--- config.mk ---
export PLATFORM = sky130hd
export DESIGN_NAME = dsb_core
export DESIGN_NICKNAME = d
export VERILOG_FILES = /design/src/hw/dsb_pkg.sv /design/src/hw/dsb_buf.sv /design/src/hw/dsb_core.sv
export SDC_FILE = /design/constraint.sdc
export NUM_CORES = 2
export LEC_CHECK = 0
export BUFFER_PORTS_ARGS = -buffer_cell sky130_fd_sc_hd__buf_4
export CAP_MARGIN = 20
export CORE_MARGIN = 2
export CORE_UTILIZATION = 31
export DETAILED_ROUTE_END_ITERATION = 12
export GPL_TIMING_DRIVEN = 0
export PLACE_DENSITY = 0.43
export SLEW_MARGIN = 15
export SYNTH_ARGS = -nofsm -noshare
export SYNTH_HDL_FRONTEND = slang
export SYNTH_HIERARCHICAL = 1
export SYNTH_SLANG_ARGS = --single-unit
--- constraint.sdc ---
create_clock -name aclk -period 4.8 [get_ports aclk]
set_input_delay 0.24 -clock aclk [delete_from_list [all_inputs] [get_ports aclk]]
set_output_delay 0.24 -clock aclk [all_outputs]
set_load 0.005 [all_outputs]
--- src/hw/dsb_pkg.sv ---
package dsb_pkg;

  // memory organisation, selected by software
  typedef enum logic [1:0] {
    DSB_ORG_X8  = 2'b00,
    DSB_ORG_X9  = 2'b01,
    DSB_ORG_X18 = 2'b10,
    DSB_ORG_X36 = 2'b11
  } dsb_org_t;

  localparam int          DSB_DATA_W   = 36;
  localparam int          DSB_ADDR_W   = 4;
  localparam int          DSB_WORDS    = 16;
  localparam int          DSB_BUF_DEPTH = 2;
  localparam int          DSB_AXI_AW   = 8;
  localparam int          DSB_CNT_W    = 16;

  // register byte offsets
  localparam logic [7:0]  DSB_OFF_CTRL    = 8'h00;
  localparam logic [7:0]  DSB_OFF_STATUS  = 8'h04;
  localparam logic [7:0]  DSB_OFF_WRBEATS = 8'h08;
  localparam logic [7:0]  DSB_OFF_REFUSED = 8'h0c;

  // field positions
  localparam int          DSB_CTRL_ORG_LSB    = 0;
  localparam int          DSB_STAT_SCLK_BIT   = 0;
  localparam int          DSB_STAT_BUSY_BIT   = 1;
  localparam int          DSB_STAT_RDPEND_BIT = 2;
  localparam int          DSB_STAT_ROOM_BIT   = 3;

  // reset values
  localparam dsb_org_t    DSB_ORG_RST  = DSB_ORG_X36;

  // lane widths and bus answers
  localparam int          DSB_NIB_W    = 4;
  localparam int          DSB_LANE_W   = 9;
  localparam logic [1:0]  DSB_RESP_OKAY   = 2'b00;
  localparam logic [1:0]  DSB_RESP_SLVERR = 2'b10;

endpackage : dsb_pkg

--- src/hw/dsb_buf.sv ---
`timescale 1ns/1ps
// shift-register fifo: entry 0 is always the head, so the output is a flop
module dsb_buf #(
  parameter int W     = 36,
  parameter int DEPTH = 2
) (
  input  wire logic         aclk,
  input  wire logic         aresetn,
  input  wire logic         in_valid,
  input  wire logic [W-1:0] in_data,
  output logic              in_ready,
  output logic              out_valid,
  output logic [W-1:0]      out_data,
  input  wire logic         out_ready
);
  localparam int CW = $clog2(DEPTH + 1);

  logic [W-1:0]  mem_r [DEPTH];
  logic [CW-1:0] count_r;
  logic [CW-1:0] count_nxt;
  logic [CW-1:0] slot;
  logic          push;
  logic          pop;

  assign push     = in_valid & in_ready;
  assign pop      = out_valid & out_ready;
  assign out_data = mem_r[0];
  assign slot     = count_r - CW'(pop);

  always_comb begin
    count_nxt = count_r + CW'(push) - CW'(pop);
  end

  always_ff @(posedge aclk) begin
    if (!aresetn) begin
      count_r   <= '0;
      in_ready  <= 1'b0;
      out_valid <= 1'b0;
    end else begin
      count_r   <= count_nxt;
      in_ready  <= count_nxt < CW'(DEPTH);
      out_valid <= count_nxt != '0;
    end
  end

  for (genvar g = 0; g < DEPTH; g++) begin : g_ent
    always_ff @(posedge aclk) begin
      if (!aresetn) begin
        mem_r[g] <= '0;
      end else if (push && slot == CW'(g)) begin
        mem_r[g] <= in_data;
      end else if (pop) begin
        if (g < DEPTH - 1) begin
          mem_r[g] <= mem_r[(g + 1) % DEPTH];
        end
      end
    end
  end

endmodule : dsb_buf

--- src/hw/dsb_core.sv ---
`timescale 1ns/1ps
// What this block does
// - x18/x36: first beat at given address, second beat with address bit 0 inverted.
// - x8/x9: burst bit forced to zero for first word, one for second.
// - x8: nibble select 0 low writes [3:0], select 1 low writes [7:4].
// - x18: select 0 low writes [8:0], select 1 low writes [17:9].
// - x9: one select gates the whole nine-bit word of each beat.
// - x36: four selects each gate one nine-bit lane of the word.
// - all selects high on a beat: that word stays unchanged.
// - selects sampled per beat, so the two beats may use different masks.
// - after power-up deselected, outputs not driven until a read is loaded.
// - write data taken on both beat edges; read data driven per beat.
// - write beats at t+1 both halves; read beats at t+1 second half, t+2 first.
module dsb_core
  import dsb_pkg::*;
(
  input  wire logic                    aclk,
  input  wire logic                    aresetn,
  // axi4-lite slave
  input  wire logic [DSB_AXI_AW-1:0]   s_axi_awaddr,
  input  wire logic                    s_axi_awvalid,
  output logic                         s_axi_awready,
  input  wire logic [31:0]             s_axi_wdata,
  input  wire logic [3:0]              s_axi_wstrb,
  input  wire logic                    s_axi_wvalid,
  output logic                         s_axi_wready,
  output logic [1:0]                   s_axi_bresp,
  output logic                         s_axi_bvalid,
  input  wire logic                    s_axi_bready,
  input  wire logic [DSB_AXI_AW-1:0]   s_axi_araddr,
  input  wire logic                    s_axi_arvalid,
  output logic                         s_axi_arready,
  output logic [31:0]                  s_axi_rdata,
  output logic [1:0]                   s_axi_rresp,
  output logic                         s_axi_rvalid,
  input  wire logic                    s_axi_rready,
  // memory side
  input  wire logic                    single_clock_strap,
  input  wire logic                    load_cmd_n,
  input  wire logic                    read_not_write,
  input  wire logic [DSB_ADDR_W-1:0]   mem_addr,
  input  wire logic [DSB_DATA_W-1:0]   wr_data,
  input  wire logic [3:0]              lane_write_select_n,
  input  wire logic [1:0]              nibble_write_select_n,
  output logic                         k_rise_phase,
  output logic                         read_room,
  output logic [DSB_DATA_W-1:0]        rd_data,
  output logic                         rd_valid,
  output logic                         rd_drive_en,
  input  wire logic                    rd_ready
);

  logic [DSB_DATA_W-1:0]  mem_r [DSB_WORDS];
  dsb_org_t               org_r;
  logic                   strap_taken_r;
  logic                   single_clk_r;

  // command slots: a = loaded, waiting for its data cycle; b = in its data cycle
  logic                   cmd_a_v_r;
  logic                   cmd_a_rd_r;
  logic [DSB_ADDR_W-1:0]  cmd_a1_r;
  logic [DSB_ADDR_W-1:0]  cmd_a2_r;
  logic                   cmd_b_v_r;
  logic                   cmd_b_rd_r;
  logic [DSB_ADDR_W-1:0]  cmd_b2_r;
  logic [DSB_ADDR_W-1:0]  cmd_b1_r;
  logic                   rd2_v_r;
  logic [DSB_ADDR_W-1:0]  rd2_addr_r;
  // registered write beat, committed to the array one cycle later
  logic                   wb_v_r;
  logic [DSB_ADDR_W-1:0]  wb_addr_r;
  logic [DSB_DATA_W-1:0]  wb_data_r;
  logic [DSB_DATA_W-1:0]  wb_mask_r;
  logic [DSB_CNT_W-1:0]   wr_beats_r;
  logic [DSB_CNT_W-1:0]   refused_r;
  logic                   load_hit;
  logic                   room;
  logic                   accept;
  logic                   beat_wr;
  logic [DSB_ADDR_W-1:0]  beat_addr;
  logic                   push_v;
  logic [DSB_ADDR_W-1:0]  push_addr;
  logic [DSB_DATA_W-1:0]  push_data;
  logic                   buf_in_ready;
  logic                   buf_out_valid;
  logic [DSB_AXI_AW-1:0]  aw_addr_r;
  logic                   aw_got_r;
  logic [31:0]            w_data_r;
  logic [3:0]             w_strb_r;
  logic                   w_got_r;
  logic                   do_write;

  function automatic logic [DSB_DATA_W-1:0] width_mask(dsb_org_t org);
    logic [DSB_DATA_W-1:0] m;
    m = '0;
    unique case (org)
      DSB_ORG_X8:  m[2*DSB_NIB_W-1:0]  = '1;
      DSB_ORG_X9:  m[DSB_LANE_W-1:0]   = '1;
      DSB_ORG_X18: m[2*DSB_LANE_W-1:0] = '1;
      DSB_ORG_X36: m                   = '1;
    endcase
    return m;
  endfunction : width_mask

  // active-low selects turned into a per-bit write mask
  function automatic logic [DSB_DATA_W-1:0] lane_mask(dsb_org_t org, logic [3:0] lws_n, logic [1:0] nws_n);
    logic [DSB_DATA_W-1:0] m;
    m = '0;
    unique case (org)
      DSB_ORG_X8: begin
        m[DSB_NIB_W-1:0]           = {DSB_NIB_W{~nws_n[0]}};
        m[2*DSB_NIB_W-1:DSB_NIB_W] = {DSB_NIB_W{~nws_n[1]}};
      end
      DSB_ORG_X9:  m[DSB_LANE_W-1:0] = {DSB_LANE_W{~lws_n[0]}};
      DSB_ORG_X18: begin
        for (int i = 0; i < 2; i++) begin
          m[i*DSB_LANE_W +: DSB_LANE_W] = {DSB_LANE_W{~lws_n[i]}};
        end
      end
      DSB_ORG_X36: begin
        for (int i = 0; i < 4; i++) begin
          m[i*DSB_LANE_W +: DSB_LANE_W] = {DSB_LANE_W{~lws_n[i]}};
        end
      end
    endcase
    return m;
  endfunction : lane_mask

  function automatic logic [DSB_ADDR_W-1:0] first_addr(dsb_org_t org, logic [DSB_ADDR_W-1:0] a);
    if (org == DSB_ORG_X8 || org == DSB_ORG_X9) return {a[DSB_ADDR_W-1:1], 1'b0};
    return a;
  endfunction : first_addr

  function automatic logic [DSB_ADDR_W-1:0] second_addr(dsb_org_t org, logic [DSB_ADDR_W-1:0] a);
    if (org == DSB_ORG_X8 || org == DSB_ORG_X9) return {a[DSB_ADDR_W-1:1], 1'b1};
    return {a[DSB_ADDR_W-1:1], ~a[0]};
  endfunction : second_addr

  // positive input clock rises every other cycle; loads only count there
  always_ff @(posedge aclk) begin
    if (!aresetn) begin
      k_rise_phase <= 1'b1;
    end else begin
      k_rise_phase <= ~k_rise_phase;
    end
  end

  // strap caught once, at the first edge after reset release
  always_ff @(posedge aclk) begin
    if (!aresetn) begin
      strap_taken_r <= 1'b0;
      single_clk_r  <= 1'b0;
    end else if (!strap_taken_r) begin
      strap_taken_r <= 1'b1;
      single_clk_r  <= single_clock_strap;
    end
  end

  // a read needs two free buffer slots; the buffer holds exactly one burst,
  // so reads cannot be issued back to back - traded for a small buffer
  assign room     = ~buf_out_valid & ~(cmd_a_v_r & cmd_a_rd_r) & ~(cmd_b_v_r & cmd_b_rd_r) & ~rd2_v_r;
  assign load_hit = k_rise_phase & ~load_cmd_n;
  assign accept   = load_hit & (~read_not_write | room);

  always_ff @(posedge aclk) begin
    if (!aresetn) begin
      read_room <= 1'b0;
    end else begin
      read_room <= room;
    end
  end

  always_ff @(posedge aclk) begin
    if (!aresetn) begin
      cmd_a_v_r  <= 1'b0;
      cmd_a_rd_r <= 1'b0;
      cmd_a1_r   <= '0;
      cmd_a2_r   <= '0;
      cmd_b_v_r  <= 1'b0;
      cmd_b_rd_r <= 1'b0;
      cmd_b1_r   <= '0;
      cmd_b2_r   <= '0;
    end else if (k_rise_phase) begin
      cmd_a_v_r  <= accept;
      cmd_a_rd_r <= read_not_write;
      cmd_a1_r   <= first_addr(org_r, mem_addr);
      cmd_a2_r   <= second_addr(org_r, mem_addr);
      cmd_b_v_r  <= cmd_a_v_r;
      cmd_b_rd_r <= cmd_a_rd_r;
      cmd_b1_r   <= cmd_a1_r;
      cmd_b2_r   <= cmd_a2_r;
    end
  end

  // first beat on the K rise of t+1, second on the following half cycle
  always_comb begin
    beat_wr   = 1'b0;
    beat_addr = cmd_a1_r;
    if (k_rise_phase && cmd_a_v_r && !cmd_a_rd_r) begin
      beat_wr   = 1'b1;
    end else if (!k_rise_phase && cmd_b_v_r && !cmd_b_rd_r) begin
      beat_wr   = 1'b1;
      beat_addr = cmd_b2_r;
    end
  end

  // selects registered on the same edge as their data word
  always_ff @(posedge aclk) begin
    if (!aresetn) begin
      wb_v_r    <= 1'b0;
      wb_addr_r <= '0;
      wb_data_r <= '0;
      wb_mask_r <= '0;
    end else begin
      wb_v_r    <= beat_wr;
      wb_addr_r <= beat_addr;
      wb_data_r <= wr_data & width_mask(org_r);
      wb_mask_r <= lane_mask(org_r, lane_write_select_n, nibble_write_select_n);
    end
  end

  // unselected lanes keep their stored bits; an empty mask stores nothing
  always_ff @(posedge aclk) begin
    if (!aresetn) begin
      for (int i = 0; i < DSB_WORDS; i++) begin
        mem_r[i] <= '0;
      end
    end else if (wb_v_r) begin
      mem_r[wb_addr_r] <= (mem_r[wb_addr_r] & ~wb_mask_r) | (wb_data_r & wb_mask_r);
    end
  end

  always_ff @(posedge aclk) begin
    if (!aresetn) begin
      wr_beats_r <= '0;
      refused_r  <= '0;
    end else begin
      if (wb_v_r && wb_mask_r != '0) wr_beats_r <= wr_beats_r + DSB_CNT_W'(1);
      if (load_hit && !accept) refused_r <= refused_r + DSB_CNT_W'(1);
    end
  end

  // read beats: second half of t+1, then first half of t+2
  always_ff @(posedge aclk) begin
    if (!aresetn) begin
      rd2_v_r    <= 1'b0;
      rd2_addr_r <= '0;
    end else begin
      rd2_v_r    <= !k_rise_phase && cmd_b_v_r && cmd_b_rd_r;
      rd2_addr_r <= cmd_b2_r;
    end
  end

  always_comb begin
    push_v    = 1'b0;
    push_addr = cmd_b1_r;
    if (!k_rise_phase && cmd_b_v_r && cmd_b_rd_r) begin
      push_v    = 1'b1;
    end else if (k_rise_phase && rd2_v_r) begin
      push_v    = 1'b1;
      push_addr = rd2_addr_r;
    end
  end

  // a write beat to the same word two cycles ahead has already committed
  assign push_data = mem_r[push_addr] & width_mask(org_r);

  // drive enable follows buffer occupancy, so nothing drives while idle
  dsb_buf #(
    .W     (DSB_DATA_W),
    .DEPTH (DSB_BUF_DEPTH)
  ) u_rd_buf (
    .aclk      (aclk),
    .aresetn   (aresetn),
    .in_valid  (push_v),
    .in_data   (push_data),
    .in_ready  (buf_in_ready),
    .out_valid (buf_out_valid),
    .out_data  (rd_data),
    .out_ready (rd_ready)
  );

  assign rd_valid    = buf_out_valid;
  assign rd_drive_en = buf_out_valid;

  // axi4-lite write channel: address and data taken in either order
  assign do_write = aw_got_r & w_got_r & ~s_axi_bvalid;

  always_ff @(posedge aclk) begin
    if (!aresetn) begin
      s_axi_awready <= 1'b0;
      s_axi_wready  <= 1'b0;
      s_axi_bvalid  <= 1'b0;
      s_axi_bresp   <= DSB_RESP_OKAY;
      aw_got_r      <= 1'b0;
      w_got_r       <= 1'b0;
      aw_addr_r     <= '0;
      w_data_r      <= '0;
      w_strb_r      <= '0;
    end else begin
      if (!aw_got_r && !s_axi_awready && !s_axi_bvalid) s_axi_awready <= 1'b1;
      if (!w_got_r && !s_axi_wready && !s_axi_bvalid) s_axi_wready <= 1'b1;
      if (s_axi_awvalid && s_axi_awready) begin
        s_axi_awready <= 1'b0;
        aw_got_r      <= 1'b1;
        aw_addr_r     <= s_axi_awaddr;
      end
      if (s_axi_wvalid && s_axi_wready) begin
        s_axi_wready <= 1'b0;
        w_got_r      <= 1'b1;
        w_data_r     <= s_axi_wdata;
        w_strb_r     <= s_axi_wstrb;
      end
      if (do_write) begin
        aw_got_r     <= 1'b0;
        w_got_r      <= 1'b0;
        s_axi_bvalid <= 1'b1;
        s_axi_bresp  <= (aw_addr_r[7:2] <= DSB_OFF_REFUSED[7:2]) ? DSB_RESP_OKAY : DSB_RESP_SLVERR;
      end
      if (s_axi_bvalid && s_axi_bready) s_axi_bvalid <= 1'b0;
    end
  end

  // changing organisation with bursts in flight mixes lane rules mid-burst
  always_ff @(posedge aclk) begin
    if (!aresetn) begin
      org_r <= DSB_ORG_RST;
    end else if (do_write && aw_addr_r[7:2] == DSB_OFF_CTRL[7:2] && w_strb_r[0]) begin
      org_r <= dsb_org_t'(w_data_r[DSB_CTRL_ORG_LSB +: 2]);
    end
  end

  always_ff @(posedge aclk) begin
    if (!aresetn) begin
      s_axi_arready <= 1'b0;
      s_axi_rvalid  <= 1'b0;
      s_axi_rdata   <= '0;
      s_axi_rresp   <= DSB_RESP_OKAY;
    end else begin
      if (!s_axi_arready && !s_axi_rvalid) s_axi_arready <= 1'b1;
      if (s_axi_arvalid && s_axi_arready) begin
        s_axi_arready <= 1'b0;
        s_axi_rvalid  <= 1'b1;
        s_axi_rresp   <= DSB_RESP_OKAY;
        s_axi_rdata   <= '0;
        unique case (s_axi_araddr[7:2])
          DSB_OFF_CTRL[7:2]:    s_axi_rdata[DSB_CTRL_ORG_LSB +: 2] <= org_r;
          DSB_OFF_STATUS[7:2]: begin
            s_axi_rdata[DSB_STAT_SCLK_BIT]   <= single_clk_r;
            s_axi_rdata[DSB_STAT_BUSY_BIT]   <= cmd_a_v_r | cmd_b_v_r | wb_v_r | rd2_v_r;
            s_axi_rdata[DSB_STAT_RDPEND_BIT] <= buf_out_valid;
            s_axi_rdata[DSB_STAT_ROOM_BIT]   <= room & buf_in_ready;
          end
          DSB_OFF_WRBEATS[7:2]: s_axi_rdata[DSB_CNT_W-1:0] <= wr_beats_r;
          DSB_OFF_REFUSED[7:2]: s_axi_rdata[DSB_CNT_W-1:0] <= refused_r;
          default:              s_axi_rresp <= DSB_RESP_SLVERR;
        endcase
      end
      if (s_axi_rvalid && s_axi_rready) s_axi_rvalid <= 1'b0;
    end
  end

endmodule : dsb_core

---- Word level (Yosys, flattened, before mapping) ----
Memory sizes are Yosys's and may differ from the RTL's. A register that Yosys moved wholly into a read port is not among the register bits.
Cells that the tools add are included.
Widths: inputs -> output; s select.
storage, ports and cells
  input port bits ......................... 109
  register bits after elaboration ......... 166
  logic and storage cells ................. 202
  memory bits (writable) .................. 648
  memories kept ........................... 2
operators by class
  eq/ne operators ......................... 7
  reduce and logical (&&, ||, !) cells .... 54
  $lt $le $gt $ge ......................... 2
  bitwise logic cells ..................... 41
  mux-type cells .......................... 51
  add/sub/neg operators ................... 5
memories
  name            depth  bits a word  read ports  clocked after Yosys merged registers in  wr ports  RTL line        source
  mem_r           16     36           2           1                                        16        dsb_core.sv:53  logic [DSB_DATA_W-1:0] mem_r [DSB_WORDS];
  u_rd_buf.mem_r  2      36           2           0                                        2         dsb_buf.sv:18   logic [W-1:0] mem_r [DEPTH];
operators by type and width
  operator               number
  $and 36x36->36         4
  $mux 36                4
  $mux 4                 10
  $mux 18                2
  $not 36->36            1
  $or 36x36->36          1
  $reduce_bool 36->1     1
  $reduce_or 36->1       1
  $add 16x1->16 const B  2
  $mux 1                 25
  $pmux 12 s2            1
  $logic_and 1x1->1      22
  $mux 9                 2
  $mux 8                 2
  $not 1->1              16
  $pmux 8 s2             1
  $reduce_or 2->1        7
  $and 1x1->1            12
  $eq 6x2->1 const B     2
  $logic_not 6->1        2
  $logic_not 1->1        11
  $pmux 2 s4             1
  $reduce_or 4->1        2
  $or 1x1->1             7
  14 further kinds       21

---- Logic depth before layout (Yosys ltp) ----
  depth in word-level cells ............... 11
  depth in mapped cells ................... 14
  gate-level depth less buffers ........... 9

---- Cells and area by module ----
Netlist, hierarchy kept.
modules (own cells, without submodules)
  module    area an instance (um2)  cells each  times used
  dsb_core  35132.4                 3144        1
  dsb_buf   3389.5                  261         1

---- Least setup slack after synthesis ----
OpenSTA, ideal clock, no wires.
  kind .................................... register to register
  start ................................... register k_rise_phase
  end ..................................... memory u_rd_buf.mem_r[1][0], enable pin
  library setup time ...................... 479 ps
  slack ................................... 515 ps
  period minus slack after synthesis ...... 4285 ps
  buffers on the path ..................... 2
  data arrival time ....................... 3806 ps
  stages on the path, launching flop included .. 8
  required time ........................... 4321 ps
  cells stage by stage .................... dfxtp_1 > clkbuf_1 > nor2b_1 > nand2_1 > nand2_1 > nand2_1 > clkbuf_1 > o21ai_0
RTL lines
  item                    RTL line         source
  from (decl)             dsb_core.sv:45   output logic k_rise_phase,
  from (signal assigned)  dsb_core.sv:144  k_rise_phase <= ~k_rise_phase;
  to (decl)               dsb_buf.sv:18

==> metrics.cfg <==
[run_status]
status=complete, no violations

[yosys]
ys_async_sr_fraction=0
synth_edf_count=648
synth_cells=3405
yosysWarnings=6
ys_seq_area_frac=0.579
ys_ff_latch=790
synth_cell_types=69
yosys_most_used_dff=edfxtp_1
synth_area_per_cell_um2=11.3
syn_area_um2=38500

[grt]
track_usage=0.261
antenna_found_initial=4
grt_start_max_net_pins=37
grt_first_pass_wirelength_mm=230
grt_pass1_vias=29300
gr-total-overflow=0

[cells_and_area]
finalNetCount=3864
final_common_cell=nor2_1
final_cells=5466
register_area_um2=22300
fillers=12200
drive_above_1_share=0.173
area_growth_pct=19.3
layout_common_cells=nor2_1 (674), edfxtp_1 (648), nand2_1 (562), mux2i_1 (180), mux4_2 (172)
multi_input_area_um2=14900

[routing]
wl_per_cell_um=30.7
drt.antenna.violating_nets=0
drt-initial-drc-count=3863
post-route-drc-count=0
drt-total-wl_mm=168
vias_per_cell=5.50
first_pass_iters=8
dr_total_vias=30100

[sta]
fin_crit_sh=0.975
setup_tns_ns=0
min_period_ns=4.68
max_slew_margin=0.115
drv_slew=0
tightest_slew_ns=1.31
setup_viol=0
rsz0062_at_grt=no
fmax_mhz=214
finalHoldViolCount=0
finClkSkew_ns=0.0285

[critical_path]
crit_type=reg2reg
cp_max_fo=10
crit_required_ns=5.32
cp.arrival_ns=5.20
crit_path_start_kind=flip-flop
crit_slowest_cell=mux2i_1
max_stage_delay_ns=0.75
cp-end-kind=flip-flop
path_cells=nand2_2 -> mux2i_1 -> buf_2 -> buf_4 -> nand2_2 -> buf_2 -> o22ai_1 -> nor2_1 -> o22ai_1 -> nand2_1 -> mux2i_1
ff2ff_path_depth=11

[power]
seqPwrFrac=0.464
internal-power_mw=12.3
pwr-share-comb=0.121
leakagePower_nw=16.1
power_density_nw_per_um2=366
power.switching_mw=4.52
power_frac_clock=0.415
ir_drop_v=0.000233
p_sw_frac=0.269

[floorplan]
core_area_um2=123000
die_area_um2=127000
placementRows=129
start_util=0.312
die_x_um=357
die_h_um=357
pin_count=190

[clocking]
cts_made_buffers=93
cts_buffer_depth=3
cts_tree=done
htreeDepth=3
clk_pin_slew_worst_paths_ns=0.06
root_buffer=clkbuf_16
worstSkewPairLatency_ns=0.70
cts.sinks=790
post_cts_buffers=0

[place]
placed_cells=5216
dp_hpwl_mm=114
port_buffers=131
place.gp.congestion=0.902

[min_path]
holdCritPathClass=in2reg
holdPathStages=4

[job]
drv_cap=0

## timing repair
item | 4_1_cts | 5_1_grt
hold endpoints to repair | 71 | 0
gates resized for setup | 0 | 5
hold buffers | 74 | 0
setup endpoints to repair | 0 | 10
## cell usage after synthesis, types with 5 or more instances
| master | instances | area (µm²) |
|---|---|---|
| buf_4 | 28 | 210 |
| nor3b_1 | 9 | 67.6 |
| clkbuf_1 | 141 | 529 |
| and3_1 | 28 | 175 |
| o21ai_1 | 10 | 50.1 |
| nand4_1 | 14 | 87.6 |
| mux4_2 | 172 | 3870 |
| a311oi_1 | 5 | 43.8 |
| a2111oi_0 | 6 | 52.6 |
| nor4_1 | 13 | 81.3 |
| buf_2 | 104 | 521 |
| xor2_1 | 9 | 78.8 |
| buf_1 | 7 | 26.3 |
| buf_6 | 8 | 90.1 |
| and2_1 | 34 | 213 |
| nor2_1 | 674 | 2530 |
| a211oi_1 | 11 | 82.6 |
| a22oi_1 | 10 | 75.1 |
| o21ai_0 | 33 | 165 |
| mux2_2 | 6 | 67.6 |
| nor2b_1 | 45 | 282 |
| or3_1 | 13 | 81.3 |
| nand3_1 | 155 | 776 |
| xnor2_1 | 13 | 114 |
| edfxtp_1 | 648 | 19500 |
| o2111ai_1 | 9 | 78.8 |
| mux2i_1 | 181 | 1810 |
| or4_1 | 5 | 37.5 |
| a21oi_1 | 112 | 561 |
| nor3_1 | 61 | 305 |
| dfxtp_1 | 142 | 2840 |
| inv_1 | 10 | 37.5 |
| nand2_1 | 578 | 2170 |
| a31oi_1 | 11 | 68.8 |
| a221oi_1 | 12 | 105 |
| o22ai_1 | 31 | 194 |
## kinds of logic after synthesis
| kind of cell | Yosys count | share of synthesized area |
|---|---|---|
| and+or+nand+nor | 1647 | 0.181 |
| DFF | 790 | 0.579 |
| muxes | 362 | 0.150 |
| buffers and inverters | 305 | 0.0396 |
| AOI/OAI and AO/OA | 275 | 0.0444 |
| xor gates and xnor gates | 22 | 0.00500 |
| adders and majority gates | 3 | 0.000975 |
| other | 1 | 0.0000973 |
## power groups by stage
stage / registers, mW / clock network [mW] / logic (mW)
final: 7.81 / 6.99 / 2.04
after global routing: 7.83 / 7.32 / 2.13
after CTS: 7.81 / 7.06 / 2.00
after detailed placement: 7.95 / 0 / 1.94
after global placement: 7.97 / 0 / 1.89
after floorplan: 7.91 / 0 / 1.05
## sequential cells by signal, summed over array words and instances, names as in the netlist, 2 cells and up
name	cells
aw_addr_r	6
cmd_a1_r	4
cmd_b2_r	4
mem_r	576
org_r	2
rd2_addr_r	4
refused_r	16
s_axi_rdata	16
u_rd_buf/count_r	2
u_rd_buf/mem_r	72
w_data_r	2
wb_addr_r	4
wb_data_r	36
wb_mask_r	6
wr_beats_r	16
## worst max-delay path, delay by kind of cell (launching register included)
kind	cells	cell delay, ns
AO/OA/AOI/OAI	2	0.88
buffers and inverters	3	1.18
flip-flops	1	0.51
multiplexers	2	0.94
AND/OR/NAND/NOR	4	0.96
## through the flow
step / instance area, µm² / setup slack [ns] / power, mW / utilization / hold slack [ns]
global route: 45900 / 0.0189 / 17.3 / 0.372 / 0.108
finish: 45900 / 0.119 / 16.8 / 0.372 / 0.116
floorplan: 38600 / 0.515 / 8.95 / - / 0.268
detailed placement: 42200 / 0.138 / 9.89 / 0.342 / 0.401
CTS: 45900 / 0.102 / 16.9 / 0.372 / 0.0803
global placement: 41600 / -1.56 / 9.86 / 0.337 / 0.401
## worst paths after layout
check | endpoint | start | slack, ns
setup / recovery | u_rd_buf/mem_r[0][28] | k_rise_phase | 0.12
hold / removal | s_axi_rresp[1] | s_axi_araddr[7] | 0.12
setup reg to reg | u_rd_buf/mem_r[0][28] | k_rise_phase | 0.12
hold reg to reg | aw_addr_r[6] | aw_addr_r[6] | 0.45
## routing by layer
metal	part of all wire	vias up	global-route usage
met5	0	-	0
met4	0.036	0	0.0922
met3	0.099	276	0.0539
met2	0.45	1651	0.403
met1	0.42	15200	0.363
li1	-	12900	-
## layout make-up
type	count	share of cell area
inverter	11	0.000899
timing repair buffer	235	0.0484
sequential	790	0.485
antenna	1	0.0000545
clock buffer	143	0.0590
tap	1637	0.0446
buffer	294	0.0326
clock inverter	28	0.00479
multi-input combinational	2327	0.324
Note: power is estimated with default switching activity, not from simulation.
